### config.mk
export PLATFORM = sky130hd
export DESIGN_NAME = ir_host_regs
export DESIGN_NICKNAME = d
export VERILOG_FILES = /design/src/hw/ir_pkg.sv /design/src/hw/ir_host_regs.sv
export VERILOG_INCLUDE_DIRS = /design/src /design/src/hw
export SDC_FILE = /design/constraint.sdc
export NUM_CORES = 1
export LEC_CHECK = 0
export ABC_AREA = 0
export BUFFER_PORTS_ARGS = -buffer_cell sky130_fd_sc_hd__buf_2
export CORE_MARGIN = 3
export CORE_UTILIZATION = 41
export DETAILED_ROUTE_END_ITERATION = 6
export HOLD_SLACK_MARGIN = 0.12
export PLACE_DENSITY_LB_ADDON = 0.3
export SYNTH_ARGS = -nofsm -noshare
export SYNTH_HDL_FRONTEND = slang
export SYNTH_SLANG_ARGS = --single-unit
### constraint.sdc
create_clock -name i_mclk -period 5.2 [get_ports i_mclk]
set_clock_uncertainty 0.1 [all_clocks]
set_input_delay 0.26 -clock i_mclk [delete_from_list [all_inputs] [get_ports i_mclk]]
set_output_delay 0.26 -clock i_mclk [all_outputs]
set_load 0.01 [all_outputs]
### src/hw/ir_params.svh
`ifndef IR_PARAMS_SVH
`define IR_PARAMS_SVH

// register indices; byte address is four times the index
`define IDX_DATA       6'h00
`define IDX_IER        6'h01
`define IDX_PEND       6'h02
`define IDX_LCR        6'h03
`define IDX_LSR        6'h05
`define IDX_MSR        6'h06
`define IDX_SCR        6'h07
`define IDX_MODE       6'h08

// field positions
`define LCR_DLAB       7
`define LSR_BRK        4
`define LSR_HE         5
`define LSR_TRANSMITTER_EMPTY_FLAG       6
`define LSR_FERR       7
`define MODE_FIFO      2

// writable interrupt-enable bits per mode
`define IER_MASK_SIR   8'h0F
`define IER_MASK_PIO   8'hAF
`define IER_MASK_DMA   8'h74

`define RESET_BYTE     8'h00
`define MARK_SAMPLES   2'h2
`define TICKS_PER_BIT  4'h8

// inter-frame gap timeout
`define GAP_TIME_US    1000
`define CLK_MHZ        200
`define GAP_CYCLES     (`GAP_TIME_US * `CLK_MHZ)

`endif

### src/hw/ir_pkg.sv
package ir_pkg;

    typedef enum logic [1:0] {
        MODE_SIR,
        MODE_PIO,
        MODE_DMA
    } mode_e;

    typedef enum logic [1:0] {
        BRK_HUNT,
        BRK_HELD,
        BRK_MARK,
        BRK_START
    } brk_state_e;

    // one receive fifo entry with its error tags
    typedef struct packed {
        logic       last;
        logic       brk;
        logic       fe;
        logic       pe;
        logic [7:0] data;
    } rx_entry_s;

endpackage
### src/hw/ir_host_regs.sv
// Notes on behaviour
// - break flag after low line, read clears
// - one zero char, resume after marks
// - fifo break shown at fifo head
// - holding empty drops on load, or on transfer outside fifo mode
// - holding empty interrupt when enabled, in sir mode only
// - fifo holding empty until byte written
// - transmitter empty needs holding and shifter empty
// - receive fifo error flag, zero if disabled
// - modem deltas and ring trailing edge
// - modem bits 4-7 complement inputs
// - scratch byte at address seven
// - divisor access writes both divisor bytes, reads back the low byte only
// - data read pops receive fifo
// - data write pushes transmit fifo
// - enable register at one, resets zero
// - enable 0: receive at threshold
// - enable 1: transmit below threshold
// - enable 2: last frame byte read
// - enables 3,5,7 overrun, underrun, end-of-frame
// - dma enable 2: gap timeout 1ms
// - dma enables 4,5 status threshold, underrun
// - dma enable 6: terminal count
// - divisor select picks shared addresses
`include "ir_params.svh"

module ir_host_regs #(
    parameter int GAP_CYCLES = `GAP_CYCLES
) (
    // clock and reset
    input  wire logic              i_mclk,
    input  wire logic              i_rst_b,
    // wishbone slave
    input  wire logic              i_wb_cyc,
    input  wire logic              i_wb_stb,
    input  wire logic              i_wb_we,
    input  wire logic [7:0]        i_wb_adr,
    input  wire logic [3:0]        i_wb_sel,
    input  wire logic [31:0]       i_wb_dat,
    output logic      [31:0]       o_wb_dat,
    output logic                   o_wb_ack,
    // pins, asynchronous
    input  wire logic              i_serial_input,
    input  wire logic              i_cts_n,
    input  wire logic              i_dsr_n,
    input  wire logic              i_ri_n,
    input  wire logic              i_dcd_n,
    // datapath status
    input  wire ir_pkg::rx_entry_s i_rx_head,
    input  wire logic              i_rx_empty,
    input  wire logic              i_rx_err_present,
    input  wire logic              i_rx_at_thresh,
    input  wire logic              i_tx_below_thresh,
    input  wire logic              i_txf_empty,
    input  wire logic              i_thr_empty,
    input  wire logic              i_tx_xfer,
    input  wire logic              i_shift_empty,
    input  wire logic              i_rx_sample,
    input  wire logic [3:0]        i_lsr_low,
    // datapath events
    input  wire logic              i_rx_overrun,
    input  wire logic              i_tx_underrun,
    input  wire logic              i_rx_eof,
    input  wire logic              i_stat_at_thresh,
    input  wire logic              i_dma_tc,
    input  wire logic              i_frame_start,
    input  wire logic              i_frame_end,
    // datapath control
    output logic                   o_rx_pop,
    output logic                   o_tx_push,
    output logic      [7:0]        o_tx_data,
    output logic                   o_brk_push,
    output ir_pkg::rx_entry_s      o_brk_entry,
    output logic                   o_rx_enable,
    output logic      [15:0]       o_divisor,
    output logic      [7:0]        o_line_ctrl,
    output ir_pkg::mode_e          o_mode,
    output logic                   o_fifo_en,
    output logic                   o_irq
);

    // character time in 16x samples: start, data, parity, and only the extra stop bit of lcr[2]
    function automatic logic [7:0] char_ticks(input logic [7:0] lcr);
        logic [3:0] bits;
        bits = 4'h6 + {2'h0, lcr[1:0]} + {3'h0, lcr[3]} + {3'h0, lcr[2]};
        return {bits, 4'h0};
    endfunction

    function automatic logic hit(input logic [5:0] idx, input logic [5:0] want);
        return idx == want;
    endfunction

    logic              ack_q;
    logic              acc;
    logic              wr;
    logic              rd;
    logic [5:0]        idx;
    logic              dlab;
    logic [7:0]        wbyte;
    logic [7:0]        lcr_q;
    logic [7:0]        ier_q;
    logic [7:0]        scr_q;
    logic [7:0]        dll_q;
    logic [7:0]        dlm_q;
    ir_pkg::mode_e     mode_q;
    logic              fifo_q;
    logic [4:0]        sync1_q;
    logic [4:0]        sync2_q;
    logic [4:0]        prev_q;
    logic [3:0]        delta_q;
    logic              brk_q;
    logic              ferr_q;
    logic              he_q;
    ir_pkg::brk_state_e bst_q;
    logic [7:0]        low_cnt_q;
    logic [1:0]        mark_cnt_q;
    logic [7:0]        pend_q;
    logic [17:0]       gap_cnt_q;
    logic              gap_run_q;
    logic [7:0]        level;
    logic [7:0]        pend_all;
    logic [7:0]        serial_line_status;
    logic [7:0]        handshake_status;
    logic [7:0]        ier_mask;
    logic              lsr_rd;
    logic              msr_rd;
    logic              pend_rd;
    logic              data_rd;
    logic              data_wr;
    logic              serial_input;
    logic              brk_event;

    assign acc     = i_wb_cyc & i_wb_stb & ~ack_q;
    assign wr      = acc & i_wb_we & i_wb_sel[0];
    assign rd      = acc & ~i_wb_we;
    assign idx     = i_wb_adr[7:2];
    assign wbyte   = i_wb_dat[7:0];
    assign dlab    = lcr_q[`LCR_DLAB];
    assign lsr_rd  = rd & hit(idx, `IDX_LSR);
    assign msr_rd  = rd & hit(idx, `IDX_MSR);
    assign pend_rd = rd & hit(idx, `IDX_PEND);
    assign data_rd = rd & hit(idx, `IDX_DATA) & ~dlab;
    assign data_wr = wr & hit(idx, `IDX_DATA) & ~dlab;
    assign serial_input     = sync2_q[4];

    // wishbone: ack one cycle after the strobe, effects taken at that edge
    always_ff @(posedge i_mclk)
    begin
        if (!i_rst_b)
            ack_q <= 1'b0;
        else
            ack_q <= acc;
    end
    assign o_wb_ack = ack_q;

    always_ff @(posedge i_mclk)
    begin
        if (!i_rst_b)
            o_wb_dat <= 32'h0000_0000;
        else if (rd)
        begin
            case (idx)
                `IDX_DATA: o_wb_dat <= {24'h00_0000, dlab ? dll_q : i_rx_head.data};
                `IDX_IER:  o_wb_dat <= {24'h00_0000, dlab ? 8'h00 : ier_q};
                `IDX_PEND: o_wb_dat <= {24'h00_0000, pend_all};
                `IDX_LCR:  o_wb_dat <= {24'h00_0000, lcr_q};
                `IDX_LSR:  o_wb_dat <= {24'h00_0000, serial_line_status};
                `IDX_MSR:  o_wb_dat <= {24'h00_0000, handshake_status};
                `IDX_SCR:  o_wb_dat <= {24'h00_0000, scr_q};
                `IDX_MODE: o_wb_dat <= {24'h00_0000, 5'h00, fifo_q, mode_q};
                default:   o_wb_dat <= 32'h0000_0000;
            endcase
        end
    end

    // configuration registers
    always_ff @(posedge i_mclk)
    begin
        if (!i_rst_b)
        begin
            lcr_q  <= `RESET_BYTE;
            scr_q  <= `RESET_BYTE;
            dll_q  <= `RESET_BYTE;
            dlm_q  <= `RESET_BYTE;
            mode_q <= ir_pkg::MODE_SIR;
            fifo_q <= 1'b0;
        end
        else if (wr)
        begin
            if (hit(idx, `IDX_LCR))
                lcr_q <= wbyte;
            if (hit(idx, `IDX_SCR))
                scr_q <= wbyte;
            if (hit(idx, `IDX_DATA) && dlab)
                dll_q <= wbyte;
            if (hit(idx, `IDX_IER) && dlab)
                dlm_q <= wbyte;
            if (hit(idx, `IDX_MODE))
            begin
                mode_q <= (wbyte[1:0] == 2'h3) ? ir_pkg::MODE_SIR : ir_pkg::mode_e'(wbyte[1:0]);
                fifo_q <= wbyte[`MODE_FIFO];
            end
        end
    end

    // write-zero bits are held at zero whatever software writes
    always_comb
    begin
        case (mode_q)
            ir_pkg::MODE_PIO: ier_mask = `IER_MASK_PIO;
            ir_pkg::MODE_DMA: ier_mask = `IER_MASK_DMA;
            default:          ier_mask = `IER_MASK_SIR;
        endcase
    end

    always_ff @(posedge i_mclk)
    begin
        if (!i_rst_b)
            ier_q <= `RESET_BYTE;
        else if (wr && hit(idx, `IDX_IER) && !dlab)
            ier_q <= wbyte & ier_mask;
        else
            ier_q <= ier_q & ier_mask;
    end

    // fifo port strobes, registered
    always_ff @(posedge i_mclk)
    begin
        if (!i_rst_b)
        begin
            o_rx_pop  <= 1'b0;
            o_tx_push <= 1'b0;
            o_tx_data <= `RESET_BYTE;
        end
        else
        begin
            o_rx_pop  <= data_rd & ~i_rx_empty;
            o_tx_push <= data_wr;
            if (data_wr)
                o_tx_data <= wbyte;
        end
    end

    // pin synchronisers
    always_ff @(posedge i_mclk)
    begin
        if (!i_rst_b)
        begin
            sync1_q <= 5'h1F;
            sync2_q <= 5'h1F;
            prev_q  <= 5'h1F;
        end
        else
        begin
            sync1_q <= {i_serial_input, i_dcd_n, i_ri_n, i_dsr_n, i_cts_n};
            sync2_q <= sync1_q;
            prev_q  <= sync2_q;
        end
    end

    // modem deltas: set wins over the read that clears
    always_ff @(posedge i_mclk)
    begin
        if (!i_rst_b)
            delta_q <= 4'h0;
        else
        begin
            delta_q[0] <= (sync2_q[0] ^ prev_q[0]) | (delta_q[0] & ~msr_rd);
            delta_q[1] <= (sync2_q[1] ^ prev_q[1]) | (delta_q[1] & ~msr_rd);
            delta_q[2] <= (sync2_q[2] & ~prev_q[2]) | (delta_q[2] & ~msr_rd);
            delta_q[3] <= (sync2_q[3] ^ prev_q[3]) | (delta_q[3] & ~msr_rd);
        end
    end
    assign handshake_status = {~sync2_q[3:0], delta_q};

    // break detector on the 16x sample strobe
    always_ff @(posedge i_mclk)
    begin
        if (!i_rst_b)
        begin
            bst_q      <= ir_pkg::BRK_HUNT;
            low_cnt_q  <= 8'h00;
            mark_cnt_q <= 2'h0;
        end
        else if (i_rx_sample)
        begin
            case (bst_q)
                ir_pkg::BRK_HUNT:
                begin
                    low_cnt_q <= serial_input ? 8'h00 : low_cnt_q + 8'h01;
                    if (brk_event)
                        bst_q <= ir_pkg::BRK_HELD;
                end
                ir_pkg::BRK_HELD:
                begin
                    mark_cnt_q <= 2'h0;
                    if (serial_input)
                        bst_q <= ir_pkg::BRK_MARK;
                end
                ir_pkg::BRK_MARK:
                begin
                    mark_cnt_q <= serial_input ? mark_cnt_q + 2'h1 : 2'h0;
                    if (serial_input && mark_cnt_q + 2'h1 >= `MARK_SAMPLES)
                        bst_q <= ir_pkg::BRK_START;
                end
                ir_pkg::BRK_START:
                begin
                    low_cnt_q <= 8'h00;
                    if (!serial_input)
                        bst_q <= ir_pkg::BRK_HUNT;
                end
                default: bst_q <= ir_pkg::BRK_HUNT;
            endcase
        end
    end
    assign brk_event   = i_rx_sample & (bst_q == ir_pkg::BRK_HUNT) & ~serial_input
                         & (low_cnt_q + 8'h01 >= char_ticks(lcr_q));
    // receiver held off until marks then a fresh start bit
    assign o_rx_enable = (bst_q == ir_pkg::BRK_HUNT);

    always_ff @(posedge i_mclk)
    begin
        if (!i_rst_b)
        begin
            o_brk_push  <= 1'b0;
            o_brk_entry <= '0;
        end
        else
        begin
            o_brk_push  <= brk_event;
            o_brk_entry <= '{last: 1'b0, brk: 1'b1, fe: 1'b0, pe: 1'b0, data: 8'h00};
        end
    end

    // non-fifo break flag; in fifo mode the tag rides with the character
    always_ff @(posedge i_mclk)
    begin
        if (!i_rst_b)
            brk_q <= 1'b0;
        else
            brk_q <= (brk_event & ~fifo_q) | (brk_q & ~lsr_rd);
    end

    always_ff @(posedge i_mclk)
    begin
        if (!i_rst_b)
            ferr_q <= 1'b0;
        else
            ferr_q <= fifo_q & (i_rx_err_present | (ferr_q & ~lsr_rd));
    end

    // holding empty, also dropped in the cycle of a load, or of a transfer outside fifo mode
    always_ff @(posedge i_mclk)
    begin
        if (!i_rst_b)
            he_q <= 1'b1;
        else if (fifo_q)
            he_q <= i_txf_empty & ~data_wr & ~o_tx_push;
        else
            he_q <= i_thr_empty & ~data_wr & ~o_tx_push & ~i_tx_xfer;
    end

    assign serial_line_status = {ferr_q,
                  he_q & i_shift_empty,
                  he_q,
                  fifo_q ? (i_rx_head.brk & ~i_rx_empty) : brk_q,
                  i_lsr_low};

    // inter-frame gap timer for the dma status timeout
    always_ff @(posedge i_mclk)
    begin
        if (!i_rst_b)
        begin
            gap_cnt_q <= 18'h0_0000;
            gap_run_q <= 1'b0;
        end
        else if (i_frame_start)
        begin
            gap_cnt_q <= 18'h0_0000;
            gap_run_q <= 1'b0;
        end
        else if (i_frame_end)
        begin
            gap_cnt_q <= 18'h0_0000;
            gap_run_q <= 1'b1;
        end
        else if (gap_run_q)
        begin
            gap_cnt_q <= gap_cnt_q + 18'h0_0001;
            if (gap_cnt_q + 18'h0_0001 >= 18'(GAP_CYCLES))
                gap_run_q <= 1'b0;
        end
    end

    // sticky event bits, cleared by reading the pending register
    always_ff @(posedge i_mclk)
    begin
        if (!i_rst_b)
            pend_q <= 8'h00;
        else
        begin
            pend_q[2] <= (mode_q == ir_pkg::MODE_PIO ? o_rx_pop & i_rx_head.last
                         : gap_run_q && gap_cnt_q + 18'h0_0001 >= 18'(GAP_CYCLES))
                         | (pend_q[2] & ~pend_rd);
            pend_q[3] <= i_rx_overrun | (pend_q[3] & ~pend_rd);
            pend_q[5] <= i_tx_underrun | (pend_q[5] & ~pend_rd);
            pend_q[6] <= i_dma_tc | (pend_q[6] & ~pend_rd);
            pend_q[7] <= i_rx_eof | (pend_q[7] & ~pend_rd);
            pend_q[0] <= 1'b0;
            pend_q[1] <= 1'b0;
            pend_q[4] <= 1'b0;
        end
    end

    always_comb
    begin
        level = 8'h00;
        case (mode_q)
            ir_pkg::MODE_PIO:
            begin
                level[0] = i_rx_at_thresh;
                level[1] = i_tx_below_thresh;
            end
            ir_pkg::MODE_DMA:
                level[4] = i_stat_at_thresh;
            default:
            begin
                level[0] = i_rx_at_thresh;
                level[1] = he_q;
                level[2] = |serial_line_status[4:1];
                level[3] = |delta_q;
            end
        endcase
    end

    assign pend_all = (mode_q == ir_pkg::MODE_SIR) ? level : (level | pend_q);
    assign o_irq    = |(pend_all & ier_q);

    assign o_divisor   = {dlm_q, dll_q};
    assign o_line_ctrl = lcr_q;
    assign o_mode      = mode_q;
    assign o_fifo_en   = fifo_q;
endmodule

==> results.cfg, run 1 <==
[route]
drt_wl_total_mm = 16.5
drc = 0
antenna_left = 0
drt_first_pass_iters = 5
detail_route.iter0.violations = 453
vias = 5440
wl_per_cell_um = 16.3
via_per_inst = 5.35

[hold_path]
worstHoldStart = i_rx_sample
hp-class = input port to register

[yosys]
ys.flop_type = dfxtp_1
synth_edf_count = 0
synth-seq-area-share = 0.401
async_reset_ff_frac = 0
ys_types = 72
netlist_area_um2 = 6050
synth_cells = 710
ys_seq_elements = 121
synth.avg_cell_area_um2 = 8.52
yosysWarnings = 0

[sta]
finalWorstSetupSlack_ns = 2.33
hold_viol_final = 0
setup_viol = 0
drv_slew = 0
finalCritPeriodShare = 0.552
rsz0062_at_grt = no
tns_ns = 0
tightest_slew_ns = 1.04
period_needed_ns = 2.87
maxSlewHeadroom = 0.307
max_freq_mhz = 349

[power_and_ir_drop]
p_total_mw = 2.26
power_frac_clock = 0.520
swShare = 0.223
pwr-share-seq = 0.422
p_per_area_nw_per_um2 = 307
internal-power_mw = 1.76
vdd.ir_drop.worst_uv = 244
cellLeakagePower_nw = 2.93
p_switching_mw = 0.504
p_comb_frac = 0.058

[status]
status = completed

[place]
port_buffers = 104
gp_congestion = 0.874
pre_cts_slack_ns = 2.47
hpwl_mm = 11.6

[cts]
cts_setup_buffers = 0
cts_tree = yes
htreeDepth = 4
cts_buffer_depth = 2
clock_latency_ns = 0.41
cts_made_buffers = 17
cts.clk_slew.worst_paths_ns = 0.05
cts_root_buffer = clkbuf_16
clock-sinks = 121

[die]
ios = 171
start_util = 0.427
core-area_um2 = 14100
die_x_um = 127
die_area_um2 = 16200
rows = 43
fp.dieH_um = 127

[finish]
multiInputGateArea_um2 = 3290
drive_above_1_share = 0.189
layout_commonest_cell = dfxtp_1
diodes = 0
syn2layout_area_growth_pct = 21.6
mostFrequentLayoutCells = dfxtp_1 (121), buf_2 (104), nor2_1 (94), nand2_1 (53), a21oi_1 (51)
nets = 926
finish.utilization = 0.520
regArea_um2 = 2420
fillers = 1362

[worst_setup_path]
crit_type = register to register
crit_buf_inv = 1
critical_path_arrival_ns = 3.12
crit_start = gap_cnt_q[6]$_SDFFE_PP0P_
end_kind = register
cp_slowest_cell = dlygate4sd3_1
cpPeakStageDelay_ns = 0.54
crit_required_ns = 5.45
critPathTopFamily = simple AND/OR/NAND/NOR gates
cp_max_fo = 9
regToRegStartpoint = gap_cnt_q[6]$_SDFFE_PP0P_
critical_path.cell_chain = nand4_1 -> nor2_1 -> nand3_1 -> xnor2_1 -> a221oi_1 -> o31a_1 -> dlygate4sd3_1
start_kind = register

[run]
maxCapViolations = 0

[global_routing]
first_global_vias = 4943
grtUsageTotal = 0.200
grt_pass1_wl_mm = 25.7
grt_start_max_net_pins = 71
antenna_found_initial = 0
gr-total-overflow = 0
-- routing by layer --
metal  vias to the layer above  share of wire  track usage  wire, um
met5                         -              0            0         0
met4                         0          0.023       0.0530       382
met3                        26          0.063       0.0485      1040
met2                       228           0.46        0.323      7620
met1                      2517           0.45        0.269      7500
li1                       2669              -            -         -
-- cell families (layout without fill, tap and decap cells) --
kind of cell / Yosys count / in the layout / share of synthesized area
other: 1 / 35 / 0.000620
AND/OR/NAND/NOR: 278 / 278 / 0.230
XOR/XNOR: 26 / 26 / 0.0377
adder cells (fa/ha/maj): 15 / 15 / 0.0323
multiplexers: 42 / 42 / 0.0706
buffers and inverters: 84 / 176 / 0.0768
flip-flops: 121 / 121 / 0.401
AO/OA/AOI/OAI: 143 / 143 / 0.152
-- power groups by stage --
stage               sequential, mW  clock (mW)  combinational, mW
floorplan                    0.969           0             0.0849
global placement             0.973           0              0.117
detailed placement           0.972           0              0.117
CTS                          0.953        1.19              0.131
global route                 0.954        1.23              0.145
finish                       0.953        1.18              0.132
-- per-stage QoR --
stage	hold slack (ns)	cells	instance area [um2]
floorplan	0.188	744	6170
detailed placement	0.291	964	6540
global placement	0.287	964	6540
global route	0.152	1016	7350
finish	0.153	1016	7350
CTS	0.145	1016	7350
-- synthesized netlist by cell type (all sizes together) (3+ instances only) --
cell	number	area, um2
a21oi	51	255
a221oi	9	78.8
a22o	5	43.8
a22oi	14	105
a31oi	5	31.3
and2	4	26.3
and3	4	25.0
buf	43	310
clkbuf	24	90.1
dfxtp	121	2420
ha	14	175
inv	17	63.8
mux2	5	56.3
mux2i	37	370
nand2	55	211
nand2b	22	138
nand3	37	190
nand3b	3	22.5
nand4	8	50.1
nor2	96	379
nor2b	6	37.5
nor3	17	105
nor3b	3	33.8
nor4	4	25.0
o2111ai	3	26.3
o211ai	3	22.5
o21ai	27	135
o22ai	3	18.8
or2	3	18.8
or3	7	43.8
xnor2	9	78.8
xor2	17	149
-- flip-flops by register name, indices dropped and copies added (netlist names), 2 cells and up --
signal	count
delta_q	4
bst_q	2
gap_cnt_q	18
pend_q	5
sync2_q	5
o_wb_dat	8
prev_q	4
low_cnt_q	8
mark_cnt_q	2
o_line_ctrl	8
dll_q	8
ier_q	8
sync1_q	5
o_mode	2
scr_q	8
o_tx_data	8
dlm_q	8
-- worst paths after layout --
| check | end | slack, ns | cells after the start |
|---|---|---|---|
| worst max register to register | gap_run_q$_SDFF_PP0_ | 2.33 | 7 |
| worst max-delay path | gap_run_q$_SDFF_PP0_ | 2.33 | 7 |
| worst min register to register | sync2_q[4]$_SDFF_PN1_ | 0.30 | 1 |
| worst min-delay path | bst_q[1]$_SDFFE_PN0P_ | 0.15 | 3 |
-- worst min-delay path: stages --
cell       delay, ns
buf_2           0.13
o2111ai_1       0.13
mux2i_1         0.09
-- final cells by class --
type                            instances  area share
Sequential cell                       121       0.329
Tap cell                              180      0.0306
Clock inverter                          6      0.0121
Multi-Input combinational cell        539       0.447
Clock buffer                           24      0.0682
Inverter                               17     0.00868
Timing Repair Buffer                  129       0.104
-- timing repair --
| item | 4_1_cts | 5_1_grt |
|---|---|---|
| setup endpoints to repair | 0 | 0 |
| hold buffers | 22 | 0 |
| gates resized for setup | 0 | 0 |
| hold endpoints to repair | 31 | 0 |
(Power assumes the default switching activity.)
==> inputs of run 2 (changes only) <==
Settings changed: ABC_AREA 0 to 1.
Clock period 5.2 ns to 2.75 ns, I/O delays scaled along.
==> results.cfg, run 2 <==
[status]
status = completed

[route]
wl_per_cell_um = 14.3
detail_route.iter0.violations = 417
vias = 5710
wl_met2_mm = 7.73
wl_met1_mm = 7.76
dr.max_layer_used = met4
via_per_inst = 4.89
drc = 0
drt_first_pass_iters = 5
drt_wl_total_mm = 16.7
antenna_left = 0
dr_wl_met3_um = 828

[finish]
fillers = 1398
layout_commonest_cell = nand2_1
top_register = gap_cnt_q
drive_above_1_share = 0.185
syn2layout_area_growth_pct = 22.9
nets = 1076
mostFrequentLayoutCells = nand2_1 (158), dfxtp_1 (121), inv_1 (105), buf_2 (104), a21oi_1 (88)
multiInputGateArea_um2 = 2990
regArea_um2 = 2420
diodes = 0
largest_reg_flops = 18

[worst_setup_path]
regToRegStartpoint = gap_cnt_q[0]$_SDFFE_PP0P_
crit_type = register to output pin
r2r_slack_ns = 0.28
critical_path_arrival_ns = 2.28
start_kind = register
reg2reg_depth = 12
rr_endpoint = gap_run_q$_SDFF_PP0_
cp_max_fo = 5
crit_required_ns = 2.51
end_kind = output pin

[yosys]
synth.avg_cell_area_um2 = 7.23
synthTopCellsByArea = dfxtp_1 (40%), nand2_1 (9.8%), a21oi_1 (7.3%)
netlist_area_um2 = 6060
ys_seq_elements = 121
ys.flop_type = dfxtp_1
yosysWarnings = 0
yosysMostFrequentCell = nand2_1
async_reset_ff_frac = 0
ys_types = 47
synth_cells = 838
synth_top_area_share = 0.400
synth-seq-area-share = 0.400
synthTopCellsByCount = nand2_1 (158), dfxtp_1 (121), inv_1 (105), a21oi_1 (88), nor2_1 (74)
synth_top_cell_by_area = dfxtp_1
synth_edf_count = 0

[power_and_ir_drop]
p_per_area_nw_per_um2 = 546
p_total_mw = 4.07
cellLeakagePower_nw = 3.31
vdd.ir_drop.worst_uv = 457

[die]
core-area_um2 = 14100
fp.dieH_um = 128
ios = 171
rows = 43
die_area_um2 = 16300
die_x_um = 128
start_util = 0.428

[sta]
max_freq_mhz = 397
setup_viol = 0
drv_slew = 0
tns_ns = 0
period_needed_ns = 2.52
finalCritPeriodShare = 0.916
rsz0062_at_grt = no
maxSlewHeadroom = 0.616
hold_viol_final = 0
tightest_slew_ns = 0.576

[hold_path]
worstHoldEndpoint = o_brk_entry[10]$_DFF_P_
whs_path_depth = 2
hp-class = input port to register
worstHoldStart = i_rst_b

[global_routing]
antenna_found_initial = 0
grtUsageTotal = 0.208
grt_pass1_wl_mm = 26.5
grt_start_max_net_pins = 54
first_global_vias = 5270
gr-total-overflow = 0

[cts]
cts.clk_slew.worst_paths_ns = 0.05
cts_tree = yes
cts_made_buffers = 17
htreeDepth = 4
clock_latency_ns = 0.42
cts_buffer_depth = 2
clock-sinks = 121
cts_root_buffer = clkbuf_16

[run]
maxCapViolations = 0

[place]
port_buffers = 104
gp_congestion = 0.901
hpwl_mm = 12.1
-- run 2: changes by cell type in the layout (fill, tap and decap cells not counted), moves of 12 or more --
cell      change
a21oi_1      +37
nor2_1       -20
a22oi_1      -13
mux2i_1      -36
or2_2        +12
nand2_1     +105
xor2_1       -12
inv_1        +89
nand2b_1     -22
o21ai_0      +42
-- run 2: worst max path at each step --
| stage | end | cells past startpoint | start |
|---|---|---|---|
| after floorplan | bst_q[1]$_SDFFE_PN0P_ | 15 | o_line_ctrl[0]$_SDFFE_PN0P_ |
| after global placement | bst_q[1]$_SDFFE_PN0P_ | 15 | o_line_ctrl[0]$_SDFFE_PN0P_ |
| after detailed placement | bst_q[1]$_SDFFE_PN0P_ | 15 | o_line_ctrl[0]$_SDFFE_PN0P_ |
| after CTS | o_tx_data[2]$_SDFFE_PN0P_ | 10 | i_wb_stb |
| after global routing | o_tx_data[4]$_SDFFE_PN0P_ | 10 | i_wb_stb |
| final | o_irq | 8 | o_mode[0]$_SDFFE_PN0P_ |
-- run 2: worst max-delay path, cell delays in order (launching register included) --
cell      delay (ns)
dfxtp_1         0.40
inv_1           0.15
ha_1            0.36
inv_1           0.08
o21ai_0         0.23
o22ai_1         0.13
a221oi_1        0.22
nand2_1         0.13
buf_2           0.16
-- run 2: logic make-up (layout without fill, tap and decap cells) --
family	Yosys count	in the layout	share of synthesized area
adders and majority gates	15	15	0.0322
other	1	35	0.000619
xor gates and xnor gates	10	10	0.0145
buffers and inverters	167	283	0.129
DFF	121	121	0.400
muxes	1	1	0.00165
AOI/OAI and AO/OA	206	206	0.189
and+or+nand+nor	317	317	0.233
-- run 2: metal layers --
layer  vias up  GRT usage
met5         -          0
met4         0     0.0927
met3        31     0.0460
met2       152      0.332
met1      2582      0.270
li1       2945          -
-- run 2: final cells by class --
type	count	area share
clock buffer	21	0.0605
sequential	121	0.325
clock inverter	11	0.0103
inverter	111	0.0560
tap	180	0.0302
multi-input combinational	584	0.401
timing repair buffer	140	0.116
-- run 2: metrics by stage --
stage          utilization  area [um2]  setup WS, ns  hold WS (ns)  cells
6_report             0.526        7450         0.232         0.132   1168
5_1_grt              0.526        7450        0.0605         0.142   1168
4_1_cts              0.526        7440         0.220         0.124   1168
3_5_place_dp         0.467        6610         0.394         0.225   1106
3_3_place_gp         0.467        6610         0.436         0.222   1106
2_1_floorplan            -        6190         0.523        0.0652    872
-- run 2: timing repair --
action	4_1_cts	5_1_grt
hold endpoints to repair	84	0
setup endpoints to repair	0	8
gates resized for setup	0	1
hold buffers	30	0
buffers inserted	0	0
-- run 2: report_power, final --
| group | switching [mW] | internal (mW) |
|---|---|---|
| Sequential | 0.0190 | 1.78 |
| Combinational | 0.180 | 0.112 |
| Clock | 0.808 | 1.17 |
